--- config.mk ---
export PLATFORM = sky130hd
export DESIGN_NAME = ioxe_exec
export DESIGN_NICKNAME = d
export VERILOG_FILES = /design/src/common/ioxe_pkg.sv /design/src/core/ioxe_phase_gen.sv /design/src/core/ioxe_exec.sv
export SDC_FILE = /design/constraint.sdc
export NUM_CORES = 1
export LEC_CHECK = 0
export BUFFER_PORTS_ARGS = -buffer_cell sky130_fd_sc_hd__buf_4
export CAP_MARGIN = 30
export CORE_ASPECT_RATIO = 0.9
export CORE_MARGIN = 5
export CORE_UTILIZATION = 41
export CTS_BUF_LIST = sky130_fd_sc_hd__clkbuf_4 sky130_fd_sc_hd__clkbuf_8 sky130_fd_sc_hd__clkbuf_16
export DETAILED_ROUTE_END_ITERATION = 6
export PLACE_DENSITY = 0.69
export SETUP_SLACK_MARGIN = 0.15
export SLEW_MARGIN = 5
export SYNTH_ARGS = -nofsm -noshare
export SYNTH_HDL_FRONTEND = slang
export SYNTH_HIERARCHICAL = 1
export SYNTH_SLANG_ARGS = --single-unit
--- constraint.sdc ---
create_clock -name clk -period 3.5 [get_ports clk]
set_input_delay 0.7 -clock clk [delete_from_list [all_inputs] [get_ports clk]]
set_output_delay 0.7 -clock clk [all_outputs]
set_load 0.1 [all_outputs]
--- src/common/ioxe_pkg.sv ---
// Purpose: Shared constants and types for the indexed offset execute unit
// Assumes: Registers sit on 32-bit Avalon-MM words at byte offsets
// Notes: Every offset, field position, pattern and writable-register reset value lives here
package ioxe_pkg;

  // Register byte offsets on the Avalon-MM slave
  localparam logic [5:0] IOXE_OFF_CTRL = 6'h00;
  localparam logic [5:0] IOXE_OFF_OPCODE = 6'h04;
  localparam logic [5:0] IOXE_OFF_WREG = 6'h08;
  localparam logic [5:0] IOXE_OFF_FRAME = 6'h0C;
  localparam logic [5:0] IOXE_OFF_BANK = 6'h10;
  localparam logic [5:0] IOXE_OFF_STATUS = 6'h14;
  localparam logic [5:0] IOXE_OFF_EFF = 6'h18;

  // Status register field positions
  localparam int unsigned IOXE_ST_C = 0;
  localparam int unsigned IOXE_ST_DIGIT = 1;
  localparam int unsigned IOXE_ST_Z = 2;
  localparam int unsigned IOXE_ST_OVER = 3;
  localparam int unsigned IOXE_ST_N = 4;
  localparam int unsigned IOXE_ST_BUSY = 8;
  localparam int unsigned IOXE_ST_DONE = 9;
  localparam int unsigned IOXE_ST_ILL = 10;
  localparam int unsigned IOXE_ST_IDX = 11;

  // Reset values
  localparam logic IOXE_EXT_RST = 1'h0;
  localparam logic [7:0] IOXE_WREG_RST = 8'h00;
  localparam logic [11:0] IOXE_FRAME_RST = 12'h000;
  localparam logic [3:0] IOXE_BANK_RST = 4'h0;
  localparam logic [4:0] IOXE_FLAGS_RST = 5'h00;
  localparam logic [15:0] IOXE_OPCODE_RST = 16'h0000;

  // Addressing constants
  localparam logic [7:0] IOXE_INDEX_LIMIT = 8'h5F;
  localparam logic [7:0] IOXE_ACCESS_SPLIT = 8'h80;
  localparam logic [3:0] IOXE_ACCESS_HI_BANK = 4'hF;
  localparam logic [7:0] IOXE_FILL_VALUE = 8'hFF;

  // Opcode upper-bit patterns
  localparam logic [5:0] IOXE_PAT_ADD = 6'h09;
  localparam logic [3:0] IOXE_PAT_BSET = 4'h8;
  localparam logic [6:0] IOXE_PAT_FILL = 7'h34;

  // Phases in one instruction cycle
  localparam int unsigned IOXE_PHASES = 4;

  // Execution sequence, one state per phase
  typedef enum logic [4:0] {
    IOXE_IDLE = 5'h01,
    IOXE_DECODE = 5'h02,
    IOXE_READ = 5'h04,
    IOXE_PROC = 5'h08,
    IOXE_WRITE = 5'h10
  } ioxe_state_e;

  // Decoded instruction class
  typedef enum logic [3:0] {
    IOXE_OP_ADD = 4'h1,
    IOXE_OP_BSET = 4'h2,
    IOXE_OP_FILL = 4'h4,
    IOXE_OP_ILL = 4'h8
  } ioxe_op_e;

endpackage

--- src/core/ioxe_phase_gen.sv ---
// Purpose: Free-running four-phase ring, one clk per phase
// Assumes: Phase one follows reset release
// Notes: Outputs are one-hot enables, never a derived clock
`timescale 1ns/1ns
module ioxe_phase_gen
  import ioxe_pkg::*;
#(
  parameter int unsigned PHASES = IOXE_PHASES
)
(
  input wire logic clk,
  input wire logic arst_n,
  output logic [PHASES-1:0] phase
);

  // Whole state of this module
  typedef struct packed {
    logic [PHASES-1:0] ring;
  } ioxe_phase_s;

  ioxe_phase_s st_reg;
  ioxe_phase_s st_next;

  // Rotate by one each clock
  always_comb
  begin
    st_next = st_reg;
    st_next.ring = {st_reg.ring[PHASES-2:0], st_reg.ring[PHASES-1]};
  end

  // Ring starts at phase one
  always_ff @(posedge clk or negedge arst_n)
  begin
    if (!arst_n)
    begin
      st_reg.ring <= {{(PHASES-1){1'b0}}, 1'b1};
    end
    else
    begin
      st_reg <= st_next;
    end
  end

  assign phase = st_reg.ring;

endmodule

--- src/core/ioxe_exec.sv ---
// Purpose: Decode and execute indexed byte and bit instructions
// Assumes: Data memory answers a read one clock after mem_rd
// Notes: Software loads an opcode over Avalon-MM; execution is 4 phases
`timescale 1ns/1ns

// What this block does
// - Small access operands offset the frame pointer
// - Add sums accumulator and indexed byte
// - Destination bit picks accumulator or memory
// - Add updates all five status flags
// - Decode add pattern, one cycle
// - Bit force sets bit b, flags kept
// - Decode bit force pattern, b field
// - Fill writes FFh, flags kept
// - Decode fill pattern, one cycle
// - Decode, read, process, write per phase
// - Enable bit gates extended indexed mode
// - Disabled mode uses access or banked address
// - Pointer plus offset spans 4096 bytes
module ioxe_exec
  import ioxe_pkg::*;
(
  input wire logic clk,
  input wire logic arst_n,
  input wire logic [5:0] avs_address,
  input wire logic avs_read,
  input wire logic avs_write,
  input wire logic [31:0] avs_writedata,
  input wire logic [3:0] avs_byteenable,
  output logic [31:0] avs_readdata,
  output logic avs_waitrequest,
  output logic [11:0] mem_addr,
  output logic mem_rd,
  output logic mem_wr,
  output logic [7:0] mem_wdata,
  input wire logic [7:0] mem_rdata
);

  // Whole state of the unit
  typedef struct packed {
    ioxe_state_e state;
    logic pending; // Opcode loaded, waiting for phase one
    logic ext_en; // Extended mode enable
    logic [15:0] opcode;
    ioxe_op_e op;
    logic indexed; // Last operand used frame-pointer offset
    logic [7:0] wreg;
    logic [11:0] fp;
    logic [3:0] bank; // Bank select for banked operands
    logic [4:0] flags;
    logic [4:0] flags_new; // Computed in process, committed in write
    logic done;
    logic illegal;
    logic [11:0] eff_addr;
    logic [7:0] data; // Operand byte caught in process phase
    logic [7:0] result;
    logic ack; // Bus answer pending for next edge
    logic [31:0] rdata;
  } ioxe_exec_s;

  ioxe_exec_s st_reg;
  ioxe_exec_s st_next;
  logic [3:0] phase; // One-hot phase enables
  logic busy; // Instruction queued or running
  logic [8:0] sum9; // Add result with carry
  logic [4:0] sum5; // Low nibble sum for digit carry
  logic [31:0] merged; // Write data merged under byte enables
  logic [31:0] rd_val; // Read mux output
  logic [12:0] ea; // Indexed flag and address from decode

  // Phase ring
  ioxe_phase_gen #(
    .PHASES(IOXE_PHASES)
  ) u_phase (
    .clk(clk),
    .arst_n(arst_n),
    .phase(phase)
  );

  // Classify an opcode by its upper bits
  function automatic ioxe_op_e decode_op(input logic [15:0] op);
    ioxe_op_e r;
    r = IOXE_OP_ILL;
    if (op[15:10] == IOXE_PAT_ADD)
    begin
      r = IOXE_OP_ADD;
    end
    else if (op[15:12] == IOXE_PAT_BSET)
    begin
      r = IOXE_OP_BSET;
    end
    else if (op[15:9] == IOXE_PAT_FILL)
    begin
      r = IOXE_OP_FILL;
    end
    return r;
  endfunction

  // Effective address: {indexed, 12-bit address}
  function automatic logic [12:0] calc_ea(input logic [15:0] op,
                                          input logic ext,
                                          input logic [11:0] fp,
                                          input logic [3:0] bank);
    logic [7:0] k;
    logic a;
    logic [12:0] r;
    k = op[7:0];
    a = op[8];
    if (ext && !a && (k <= IOXE_INDEX_LIMIT))
    begin
      // Wraps within the 4096-byte space
      r = {1'b1, fp + {4'h0, k}};
    end
    else if (!a)
    begin
      // Access bank: low half at bank 0, high half at top bank
      if (k < IOXE_ACCESS_SPLIT)
      begin
        r = {1'b0, 4'h0, k};
      end
      else
      begin
        r = {1'b0, IOXE_ACCESS_HI_BANK, k};
      end
    end
    else
    begin
      r = {1'b0, bank, k};
    end
    return r;
  endfunction

  // Byte-lane merge of a bus write into an old word
  function automatic logic [31:0] merge_be(input logic [31:0] old,
                                           input logic [31:0] wd,
                                           input logic [3:0] be);
    logic [31:0] r;
    r = old;
    for (int i = 0; i < 4; i++)
    begin
      if (be[i])
      begin
        r[i*8 +: 8] = wd[i*8 +: 8];
      end
    end
    return r;
  endfunction

  // Writes stall while an instruction is queued or running, so the
  // operand registers cannot shift under an instruction in flight.
  assign busy = (st_reg.state != IOXE_IDLE) || st_reg.pending;

  // Next state: bus slave, then execution sequence
  always_comb
  begin
    st_next = st_reg;
    sum9 = 9'h000;
    sum5 = 5'h00;
    merged = 32'h00000000;
    rd_val = 32'h00000000;
    ea = 13'h0000;

    // Read mux; unmapped addresses read zero
    case (avs_address)
      IOXE_OFF_CTRL: rd_val = {31'h00000000, st_reg.ext_en};
      IOXE_OFF_OPCODE: rd_val = {16'h0000, st_reg.opcode};
      IOXE_OFF_WREG: rd_val = {24'h000000, st_reg.wreg};
      IOXE_OFF_FRAME: rd_val = {20'h00000, st_reg.fp};
      IOXE_OFF_BANK: rd_val = {28'h0000000, st_reg.bank};
      IOXE_OFF_STATUS:
      begin
        rd_val[4:0] = st_reg.flags;
        rd_val[IOXE_ST_BUSY] = busy;
        rd_val[IOXE_ST_DONE] = st_reg.done;
        rd_val[IOXE_ST_ILL] = st_reg.illegal;
        rd_val[IOXE_ST_IDX] = st_reg.indexed;
      end
      IOXE_OFF_EFF: rd_val = {20'h00000, st_reg.eff_addr};
      default: rd_val = 32'h00000000;
    endcase

    // First edge of a request: grant unless a write meets busy
    if (st_reg.ack)
    begin
      st_next.ack = 1'b0;
    end
    else if (avs_read || (avs_write && !busy))
    begin
      st_next.ack = 1'b1;
      st_next.rdata = avs_read ? rd_val : st_reg.rdata;
    end

    // Second edge: write takes effect
    if (avs_write && st_reg.ack)
    begin
      merged = merge_be(rd_val, avs_writedata, avs_byteenable);
      case (avs_address)
        IOXE_OFF_CTRL: st_next.ext_en = merged[0];
        IOXE_OFF_OPCODE:
        begin
          st_next.opcode = merged[15:0];
          st_next.pending = 1'b1;
        end
        IOXE_OFF_WREG: st_next.wreg = merged[7:0];
        IOXE_OFF_FRAME: st_next.fp = merged[11:0];
        IOXE_OFF_BANK: st_next.bank = merged[3:0];
        IOXE_OFF_STATUS:
        begin
          // Flags writable; done and illegal clear on a one
          st_next.flags = merged[4:0];
          if (avs_byteenable[1] && avs_writedata[IOXE_ST_DONE])
          begin
            st_next.done = 1'b0;
          end
          if (avs_byteenable[1] && avs_writedata[IOXE_ST_ILL])
          begin
            st_next.illegal = 1'b0;
          end
        end
        default:
        begin
          // Unmapped write is dropped
        end
      endcase
    end

    // Execution sequence, one state per phase
    unique case (st_reg.state)
      IOXE_IDLE:
      begin
        // Start so that decode lands on phase one
        if (st_reg.pending && phase[3])
        begin
          st_next.pending = 1'b0;
          st_next.state = IOXE_DECODE;
        end
      end
      IOXE_DECODE:
      begin
        // Phase one: classify and form the address
        ea = calc_ea(st_reg.opcode, st_reg.ext_en, st_reg.fp, st_reg.bank);
        st_next.op = decode_op(st_reg.opcode);
        st_next.indexed = ea[12];
        st_next.eff_addr = ea[11:0];
        st_next.state = IOXE_READ;
      end
      IOXE_READ:
      begin
        // Phase two: memory read is issued on mem_rd
        st_next.state = IOXE_PROC;
      end
      IOXE_PROC:
      begin
        // Phase three: operand arrives and is processed
        st_next.data = mem_rdata;
        sum9 = {1'b0, st_reg.wreg} + {1'b0, mem_rdata};
        sum5 = {1'b0, st_reg.wreg[3:0]} + {1'b0, mem_rdata[3:0]};
        unique case (st_reg.op)
          IOXE_OP_ADD:
          begin
            st_next.result = sum9[7:0];
            st_next.flags_new[IOXE_ST_C] = sum9[8];
            st_next.flags_new[IOXE_ST_DIGIT] = sum5[4];
            st_next.flags_new[IOXE_ST_Z] = (sum9[7:0] == 8'h00);
            st_next.flags_new[IOXE_ST_N] = sum9[7];
            st_next.flags_new[IOXE_ST_OVER] =
              (st_reg.wreg[7] == mem_rdata[7]) &&
              (sum9[7] != st_reg.wreg[7]);
          end
          IOXE_OP_BSET:
          begin
            st_next.result =
              mem_rdata | (8'h01 << st_reg.opcode[11:9]);
          end
          IOXE_OP_FILL: st_next.result = IOXE_FILL_VALUE;
          IOXE_OP_ILL: st_next.result = mem_rdata;
          default: st_next.result = mem_rdata;
        endcase
        st_next.state = IOXE_WRITE;
      end
      IOXE_WRITE:
      begin
        // Phase four: commit; frame pointer is never a target
        if (st_reg.op == IOXE_OP_ADD)
        begin
          st_next.flags = st_reg.flags_new;
          if (!st_reg.opcode[9])
          begin
            st_next.wreg = st_reg.result;
          end
        end
        if (st_reg.op == IOXE_OP_ILL)
        begin
          st_next.illegal = 1'b1;
        end
        st_next.done = 1'b1; // Set wins over a same-cycle clear
        st_next.state = IOXE_IDLE;
      end
      default: st_next.state = IOXE_IDLE;
    endcase
  end

  // Register the whole state
  always_ff @(posedge clk or negedge arst_n)
  begin
    if (!arst_n)
    begin
      st_reg.state <= IOXE_IDLE;
      st_reg.pending <= 1'b0;
      st_reg.ext_en <= IOXE_EXT_RST;
      st_reg.opcode <= IOXE_OPCODE_RST;
      st_reg.op <= IOXE_OP_ILL;
      st_reg.indexed <= 1'b0;
      st_reg.wreg <= IOXE_WREG_RST;
      st_reg.fp <= IOXE_FRAME_RST;
      st_reg.bank <= IOXE_BANK_RST;
      st_reg.flags <= IOXE_FLAGS_RST;
      st_reg.flags_new <= IOXE_FLAGS_RST;
      st_reg.done <= 1'b0;
      st_reg.illegal <= 1'b0;
      st_reg.eff_addr <= 12'h000;
      st_reg.data <= 8'h00;
      st_reg.result <= 8'h00;
      st_reg.ack <= 1'b0;
      st_reg.rdata <= 32'h00000000;
    end
    else
    begin
      st_reg <= st_next;
    end
  end

  // Bus and memory outputs
  assign avs_waitrequest = (avs_read || avs_write) && !st_reg.ack;
  assign avs_readdata = st_reg.rdata;
  assign mem_addr = st_reg.eff_addr;
  // Illegal opcodes still step through phases but touch no memory
  assign mem_rd = (st_reg.state == IOXE_READ) && (st_reg.op != IOXE_OP_ILL);
  assign mem_wr = (st_reg.state == IOXE_WRITE) &&
                  ((st_reg.op == IOXE_OP_BSET) ||
                   (st_reg.op == IOXE_OP_FILL) ||
                   ((st_reg.op == IOXE_OP_ADD) && st_reg.opcode[9]));
  assign mem_wdata = st_reg.result;
endmodule

Yosys cells after proc, flatten, opt, wreduce, memory -nomap -nowiden

Cells that the tools add are included.
Widths: inputs -> output; s select.

Word-level logic and storage cells: 120
Input bits: 54
Register bits: 121

Bitwise operators: 2
Muxes and demuxes: 39
Reduce and logical (&&, ||, !) cells: 32
Shifts and indexed selects: 1
Magnitude comparators: 2
Add/sub/neg operators: 3
Equal/unequal tests: 23

Operators with widths:

| operator           | number |
|---|---|
| $mux 8             | 6 |
| $pmux 5 s7         | 1 |
| $mux 33            | 1 |
| $mux 32            | 1 |
| $mux 29            | 1 |
| $mux 13            | 2 |
| $mux 12            | 2 |
| $pmux 8 s3         | 1 |
| $mux 4             | 5 |
| $pmux 5 s4         | 1 |
| $eq 6x4->1 const B | 3 |
| $eq 6x5->1 const B | 3 |
| $mux 18            | 1 |
| $mux 16            | 1 |
| $pmux 4 s4         | 1 |
| $mux 5             | 3 |
| $add 12x8->12      | 1 |
| $logic_and 1x1->1  | 12 |
| $pmux 3 s4         | 1 |
| $reduce_and 2->1   | 5 |
| $add 8x8->9        | 1 |
| $eq 4x4->1 const B | 2 |
| $le 8x7->1 const B | 1 |
| $logic_not 8->1    | 1 |
| 28 further kinds   | 45 |

Depth between registers and ports, before layout

Gate-level depths: netlist of the first run.

Depth after elaboration: 9
Mapped depth: 8
Gate-level depth less buffers: 8

Cells and area by module

Netlist of the first run, hierarchy kept.

By module, submodules not included:

| module         | times used | cells each | area each (um2) |
|---|---|---|---|
| ioxe_exec      | 1          | 701        | 6318.6 |
| ioxe_phase_gen | 1          | 4          | 101.3 |

Worst setup path after synthesis of the first run

Ideal clock, no wire load.

Kind: register -> output
From: register st_reg[121] (netlist name)
To: output mem_wr
Cell stages (with the launch flop): 4
Arrival time: 3.287 ns
Path slack: -0.487 ns
Required time: 2.800 ns
Buffers on the path: 0
Path through: dfrtp_1 or4_1 or2_1 nor3_1

Cells in the longest elaborated chain, start to end: 2

RTL lines:

| what                   | line             | RTL |
|---|---|---|
| from (decl)            | ioxe_exec.sv:61  | `ioxe_exec_s st_reg;` |
| from (signal assigned) | ioxe_exec.sv:329 | `st_reg <= st_next;` |
| $eq 5x5->1             | ioxe_exec.sv:339 | `assign mem_wr = (st_reg.state == IOXE_WRITE) &&` |
| $logic_and 1x1->1      | ioxe_exec.sv:339 |  |
| to (decl)              | ioxe_exec.sv:34  | `output logic mem_wr,` |

Every way passes these cells.

Worst setup path after layout of the first run

Same ends and word-level chain as after synthesis.

==> results of run 1 <==
how the worst min path moves through the flow:
stage	startpoint	endpoint	depth (start not counted)
3_3_place_gp	u_phase/phase[1]	u_phase/phase[2]	0
2_1_floorplan	u_phase/phase[1]	u_phase/phase[2]	0
4_1_cts	u_phase/phase[1]	u_phase/phase[2]	0
3_5_place_dp	u_phase/phase[1]	u_phase/phase[2]	0
5_1_grt	u_phase/phase[1]	u_phase/phase[2]	0
6_report	u_phase/phase[1]	u_phase/phase[2]	0
layout by cell type (no fill, tap or decap), drive strengths merged, types with 5 or more instances in the layout:
master	n
nor2b	10
mux2i	5
nand2b	7
o21a	6
xor2	5
dfrtp	102
and2	12
conb	16
nor4	5
nor2	44
buf	85
nand4	10
a21oi	28
o21ai	45
clkbuf	10
nand3b	5
inv	15
nor3	19
or3	8
nand2	81
nand3	43
o31ai	22
a22oi	7
and3	8
o22ai	6
mux2	9
a211oi	5
xnor2	5
a221o	11
a22o	9
ha	16
o22a	5
cell families (layout without fill, tap and decap cells):
group                    Yosys count  after routing  share of synthesized area, %
AND/OR/NAND/NOR                  272            272                          21.9
AO/OA/AOI/OAI                    178            178                          19.4
buffers and inverters            106            115                          9.82
flip-flops                       105            105                          41.0
adder cells (fa/ha/maj)           18             18                          3.74
multiplexers                      15             15                          2.71
XOR/XNOR                          10             10                          1.36
other                              1             16                        0.0584
power breakdown:
part | total (mW) | leakage [nW] | switching (mW) | internal (mW)
Clock | 1.11 | 0.156 | 0.471 | 0.638
Combinational | 0.488 | 1.66 | 0.361 | 0.126
Sequential | 1.29 | 1.37 | 0.0434 | 1.25
Total | 2.89 | 3.19 | 0.876 | 2.01
routing by layer:
metal  vias up  global-route usage [%]
met2       227                    27.9
li1       2544                       -
met5         -                       0
met1      2578                    27.9
met4         0                    3.39
met3        15                    5.50
final cells by class:
cell class              instances  area (µm²)
fillers                      1526        8260
multi-input cells             509        3230
flip-flops and latches        105        2630
repair buffers                 85         638
well taps                     202         253
clock buffers                  10         233
clock inverters                 6        90.1
inverters                      14        52.6
==> results.json, run 1 <==
{
  "timing.critical_path.buf_inv": 1,
  "status": "finished clean",
  "post-layout-total-power_mw": 2.89,
  "type_of_element_launching_the_critical_path": "flop",
  "antenna-diode-count": 0,
  "crit_path_max_fanout": 4,
  "synth_top_area_share_pct": 39.8,
  "gpl.final_weighted_congestion": 0.940,
  "yosysTopAreaCell": "dfrtp_1",
  "max_cap_viol_count": 0,
  "worstSetupPathType": "reg2out",
  "worstPathCellList": "or4_1 > or2_1 > nor3_2 > buf_4",
  "wl_per_cell_um": 18.5,
  "largest_register_ff_count": 65,
  "dominantRegCellSynth": "dfrtp_1",
  "drt-pass1-iter-count": 5,
  "horizontal_die_dimension_um": 142,
  "wirelength_met1_um": 8010,
  "cp_slowest_cell": "or4_1",
  "worst_skew_late_latency_ns": 0.36,
  "hold_slack_ns": 0.350,
  "maxSlewHeadroom_pct": 48.0,
  "grt_antenna_before_repair": 0,
  "gr-total-overflow": 0,
  "synth-edff-count": 0,
  "top_signal_layer_used": "met4",
  "report.final.setup_viol": 0,
  "die_y_um": 129,
  "hold_path_class": "reg2reg",
  "power_per_cell_area_mw_per_mm2": 406,
  "critical_path.startpoint": "st_reg[121]",
  "critical_path.max_stage_delay_ns": 0.58,
  "timing.rr.end": "st_reg[65]",
  "postPlaceCellArea_mm2": 0.00680,
  "via_per_inst": 5.76,
  "final.min_clock_period_ns": 2.87,
  "worst_slack_after_detailed_placement_ns": 0.615,
  "fin_area_mm2": 0.00713,
  "path_delay_family": "simple AND/OR/NAND/NOR gates",
  "synth_seq_cells": 105,
  "synth-async-reset-ratio_pct": 100,
  "finClkSkew_ns": 0.0107,
  "final_cells": 931,
  "yosysUniqueCellTypes": 79,
  "setup_slack_ns": 0.628,
  "timing_max_transition_violations_final": 0,
  "max_freq_mhz": 348,
  "initial_core_util_pct": 41.7,
  "post_route_cells_drive_above_1_share_pct": 17.4,
  "synth_commonest_cells": "102 x dfrtp_1, 81 x nand2_1, 53 x buf_4",
  "area_growth_pct": 11.0,
  "post_synth_instance_area_mm2": 0.00642,
  "regToRegSetupSlack_ns": 0.94,
  "clk_transition_reported_paths_ns": 0.08,
  "drc": 0,
  "power.leakage_nw": 3.19,
  "first_iter_violations": 565,
  "postCtsResizedCells": 0,
  "yosys.cell_count.top_type": "dfrtp_1",
  "core_region_area_mm2": 0.0154,
  "synth_seq_area_share_pct": 41.0,
  "detailed_routed_wire_length_on_met3_um": 1500,
  "crit_path_end_kind": "primary output",
  "worst-slew-pin-transition_ns": 0.778,
  "critical_path_cell_count": 4,
  "worstSetupEndpoint": "mem_wr",
  "peakVddDrop_uv": 328,
  "drt-total-wl_um": 17200,
  "grt_util_all_layers_pct": 18.9,
  "final_core_utilization_pct": 46.3,
  "ys_top_cells_by_area": "dfrtp_1 40%, buf_4 6.2%, nand2_1 4.7%",
  "ys_warns": 6,
  "setup_tns_ns": 0,
  "io_pins": 109,
  "postCtsSetupBuffers": 0,
  "postRouteAntennaNets": 0,
  "tritoncts": "yes",
  "final-hold-violation-count": 0,
  "io_buffer_count": 74,
  "worst-endpoint-arrival_ns": 2.17,
  "synth.avg_cell_area_um2": 9.11,
  "clock_sinks": 105,
  "via_count": 5364,
  "cts_buffers": 9,
  "cts_htree_levels": 3,
  "dpl.cell_count": 915,
  "worst-endpoint-required_ns": 2.80,
  "r2r_start": "st_reg[89]",
  "final_cycle_utilization_of_the_critical_path_pct": 82.1,
  "clock_root_cell": "clkbuf_16",
  "dieArea_mm2": 0.0183,
  "postSynthCellCount": 705,
  "rsz0062_at_grt": "no",
  "finish.net_count": 796,
  "grt_pass1_vias": 4950,
  "clk_path_buf_depth": 2,
  "fp-row-count": 43,
  "met2WireLength_um": 7550,
  "cts_hold_buf": 0,
  "grt_start_max_net_pins": 59,
  "post-dp-hpwl_um": 13200,
  "r2r_cells": 7,
  "wire_length_of_the_first_global_routing_pass_um": 27100
}
No activity file was read; power rests on OpenSTA's default activity.
==> run 2: changes to the inputs <==
--- a/config.mk
+++ b/config.mk
@@ -12,7 +12,7 @@
 export CORE_UTILIZATION = 41
 export CTS_BUF_LIST = sky130_fd_sc_hd__clkbuf_4 sky130_fd_sc_hd__clkbuf_8 sky130_fd_sc_hd__clkbuf_16
 export DETAILED_ROUTE_END_ITERATION = 6
-export PLACE_DENSITY = 0.69
+export PLACE_DENSITY = 0.72
 export SETUP_SLACK_MARGIN = 0.15
 export SLEW_MARGIN = 5
 export SYNTH_ARGS = -nofsm -noshare
==> constraint.sdc (replaced) <==
create_clock -name clk -period 2.57 [get_ports clk]
set_input_delay 0.514 -clock clk [delete_from_list [all_inputs] [get_ports clk]]
set_output_delay 0.514 -clock clk [all_outputs]
set_load 0.1 [all_outputs]
==> run 2 against run 1 <==
Compared with the run above:
- cell area rose by 2.0%
- first-iteration DRC count fell by 1.1%
- clock-buffer cell count fell by 1
- worst hold slack got worse by 0.23 ns
- largest cell class unchanged
==> results.json, run 2 (synthesis gave the netlist of run 1 again) <==
{
  "status": "finished clean",
  "finClkSkew_ns": 0.00823,
  "dieArea_mm2": 0.0183,
  "wl_per_cell_um": 18.3,
  "post_route_cells_drive_above_1_share_pct": 19.8,
  "netSwitchingPower_mw": 1.18,
  "horizontal_die_dimension_um": 142,
  "via_per_inst": 5.72,
  "maxSlewHeadroom_pct": 52.2,
  "clock_root_cell": "clkbuf_16",
  "drc": 0,
  "grt_max_usage_layer": "met2",
  "grt_antenna_before_repair": 0,
  "dpl.cell_count": 927,
  "internal_power_mw": 2.64,
  "area_growth_pct": 13.3,
  "worst_slack_after_detailed_placement_ns": 0.0455,
  "setup_tns_ns": 0,
  "groute.layer.met1.usage_pct": 27.9,
  "worst_skew_late_latency_ns": 0.36,
  "layout.filler_cells": 1494,
  "crit_path_end_kind": "primary output",
  "worst-endpoint-required_ns": 2.06,
  "first_iter_violations": 559,
  "final.min_clock_period_ns": 2.46,
  "final_core_utilization_pct": 47.3,
  "share_clk_of_total_power_pct": 36.1,
  "peakVddDrop_uv": 324,
  "io_buffer_count": 74,
  "largest_register_ff_count": 65,
  "tritoncts": "yes",
  "grt_pass1_vias": 4924,
  "worst-endpoint-arrival_ns": 1.94,
  "post-layout-total-power_mw": 3.81,
  "drt-total-wl_um": 17300,
  "final_cells": 946,
  "final-hold-violation-count": 0,
  "clock_sinks": 105,
  "cp_slowest_cell": "or4_4",
  "layout.cells.most_common_list": "102 x dfrtp_1, 97 x buf_4, 81 x nand2_1",
  "finish.net_count": 811,
  "antenna-diode-count": 0,
  "post-dp-hpwl_um": 13400,
  "setup_slack_ns": 0.114,
  "io_pins": 109,
  "switching_share_pct": 30.8,
  "gpl.final_weighted_congestion": 0.920,
  "gr-usage-met3_pct": 4.01,
  "crit_path_max_fanout": 3,
  "drt-pass1-iter-count": 5,
  "worstPathCellList": "or4_4 > or2_4 > nor3_4 > buf_12",
  "core_region_area_mm2": 0.0154,
  "cts_htree_levels": 3,
  "grt_use_met2_pct": 28.7,
  "via_count": 5415,
  "power_per_cell_area_mw_per_mm2": 525,
  "max_freq_mhz": 407,
  "worstSetupPathType": "reg2out",
  "worst-slew-pin-transition_ns": 0.716,
  "part_of_the_total_power_dissipated_in_combinational_logic_pct": 17.6,
  "timing_max_transition_violations_final": 0,
  "layout_commonest_cell": "dfrtp_1",
  "die_y_um": 129,
  "grt_start_max_net_pins": 51,
  "cts_buffers": 9,
  "max_cap_viol_count": 0,
  "report.final.setup_viol": 0,
  "type_of_element_launching_the_critical_path": "flop",
  "postRouteAntennaNets": 0,
  "power.share.sequential_pct": 46.3,
  "hold_path_class": "in2async",
  "final_cycle_utilization_of_the_critical_path_pct": 95.6,
  "gr-total-overflow": 0,
  "fp-row-count": 43,
  "initial_core_util_pct": 41.7,
  "power.leakage_nw": 3.26,
  "wire_length_of_the_first_global_routing_pass_um": 27400,
  "critical_path.max_stage_delay_ns": 0.55,
  "grt_util_all_layers_pct": 19.1,
  "clk_transition_reported_paths_ns": 0.07,
  "clk_path_buf_depth": 2,
  "rsz0062_at_grt": "yes"
}
==> run 2: per-stage QoR <==
step	area (µm²)	hold WS [ns]
floorplan	6490	0.218
finish	7270	0.121
global route	7270	0.157
global placement	6920	0.334
detailed placement	6920	0.337
CTS	7240	0.129
==> run 2: power by group through the flow <==
| stage | combinational, mW | sequential [mW] | clock, mW |
|---|---|---|---|
| 2_1_floorplan | 0.536 | 1.77 | 0 |
| 3_3_place_gp | 0.665 | 1.79 | 0 |
| 3_5_place_dp | 0.669 | 1.79 | 0 |
| 4_1_cts | 0.671 | 1.76 | 1.41 |
| 5_1_grt | 0.718 | 1.77 | 1.48 |
| 6_report | 0.673 | 1.76 | 1.38 |
==> run 2: per-layer routing <==
layer	vias to the layer above	share of wire, %
met5	-	0
met4	0	2.0
met3	24	7.4
met2	204	44
met1	2616	47
li1	2571	-
==> run 2: area by class of cell <==
| class | instances | area, µm² | area share [%] |
|---|---|---|---|
| clock buffers | 9 | 225 | 3.10 |
| clock inverters | 7 | 71.3 | 0.981 |
| inverters | 14 | 52.6 | 0.723 |
| multi-input cells | 509 | 3260 | 44.8 |
| flip-flops and latches | 105 | 2630 | 36.2 |
| well taps | 202 | 253 | 3.48 |
| repair buffers | 100 | 779 | 10.7 |
==> run 2: repair_timing <==
action	CTS	global route
resized for setup	4	4
cloned	0	0
pin swaps	1	0
hold buffers	0	0
endpoints found under the setup margin	1	8
buffers inserted	1	2
==> run 2: worst max-delay path: cells and delay by family (launching register included) <==
kind / cells / cell delay [ns]
flip-flops: 1 / 0.39
AND/OR/NAND/NOR: 3 / 0.99
buffers and inverters: 1 / 0.20
==> run 2: final timing paths <==
path,startpoint,endpoint,slack (ns),cells after the start
max,st_reg[121],mem_wr,0.11,4
min,arst_n,u_phase/phase[2],0.12,1
max reg2reg,st_reg[102],mem_addr[10],0.21,8
min reg2reg,u_phase/phase[1],u_phase/phase[2],0.35,0
max in group asynchronous,arst_n,st_reg[78],1.79,2
min in group clk,u_phase/phase[1],u_phase/phase[2],0.35,0
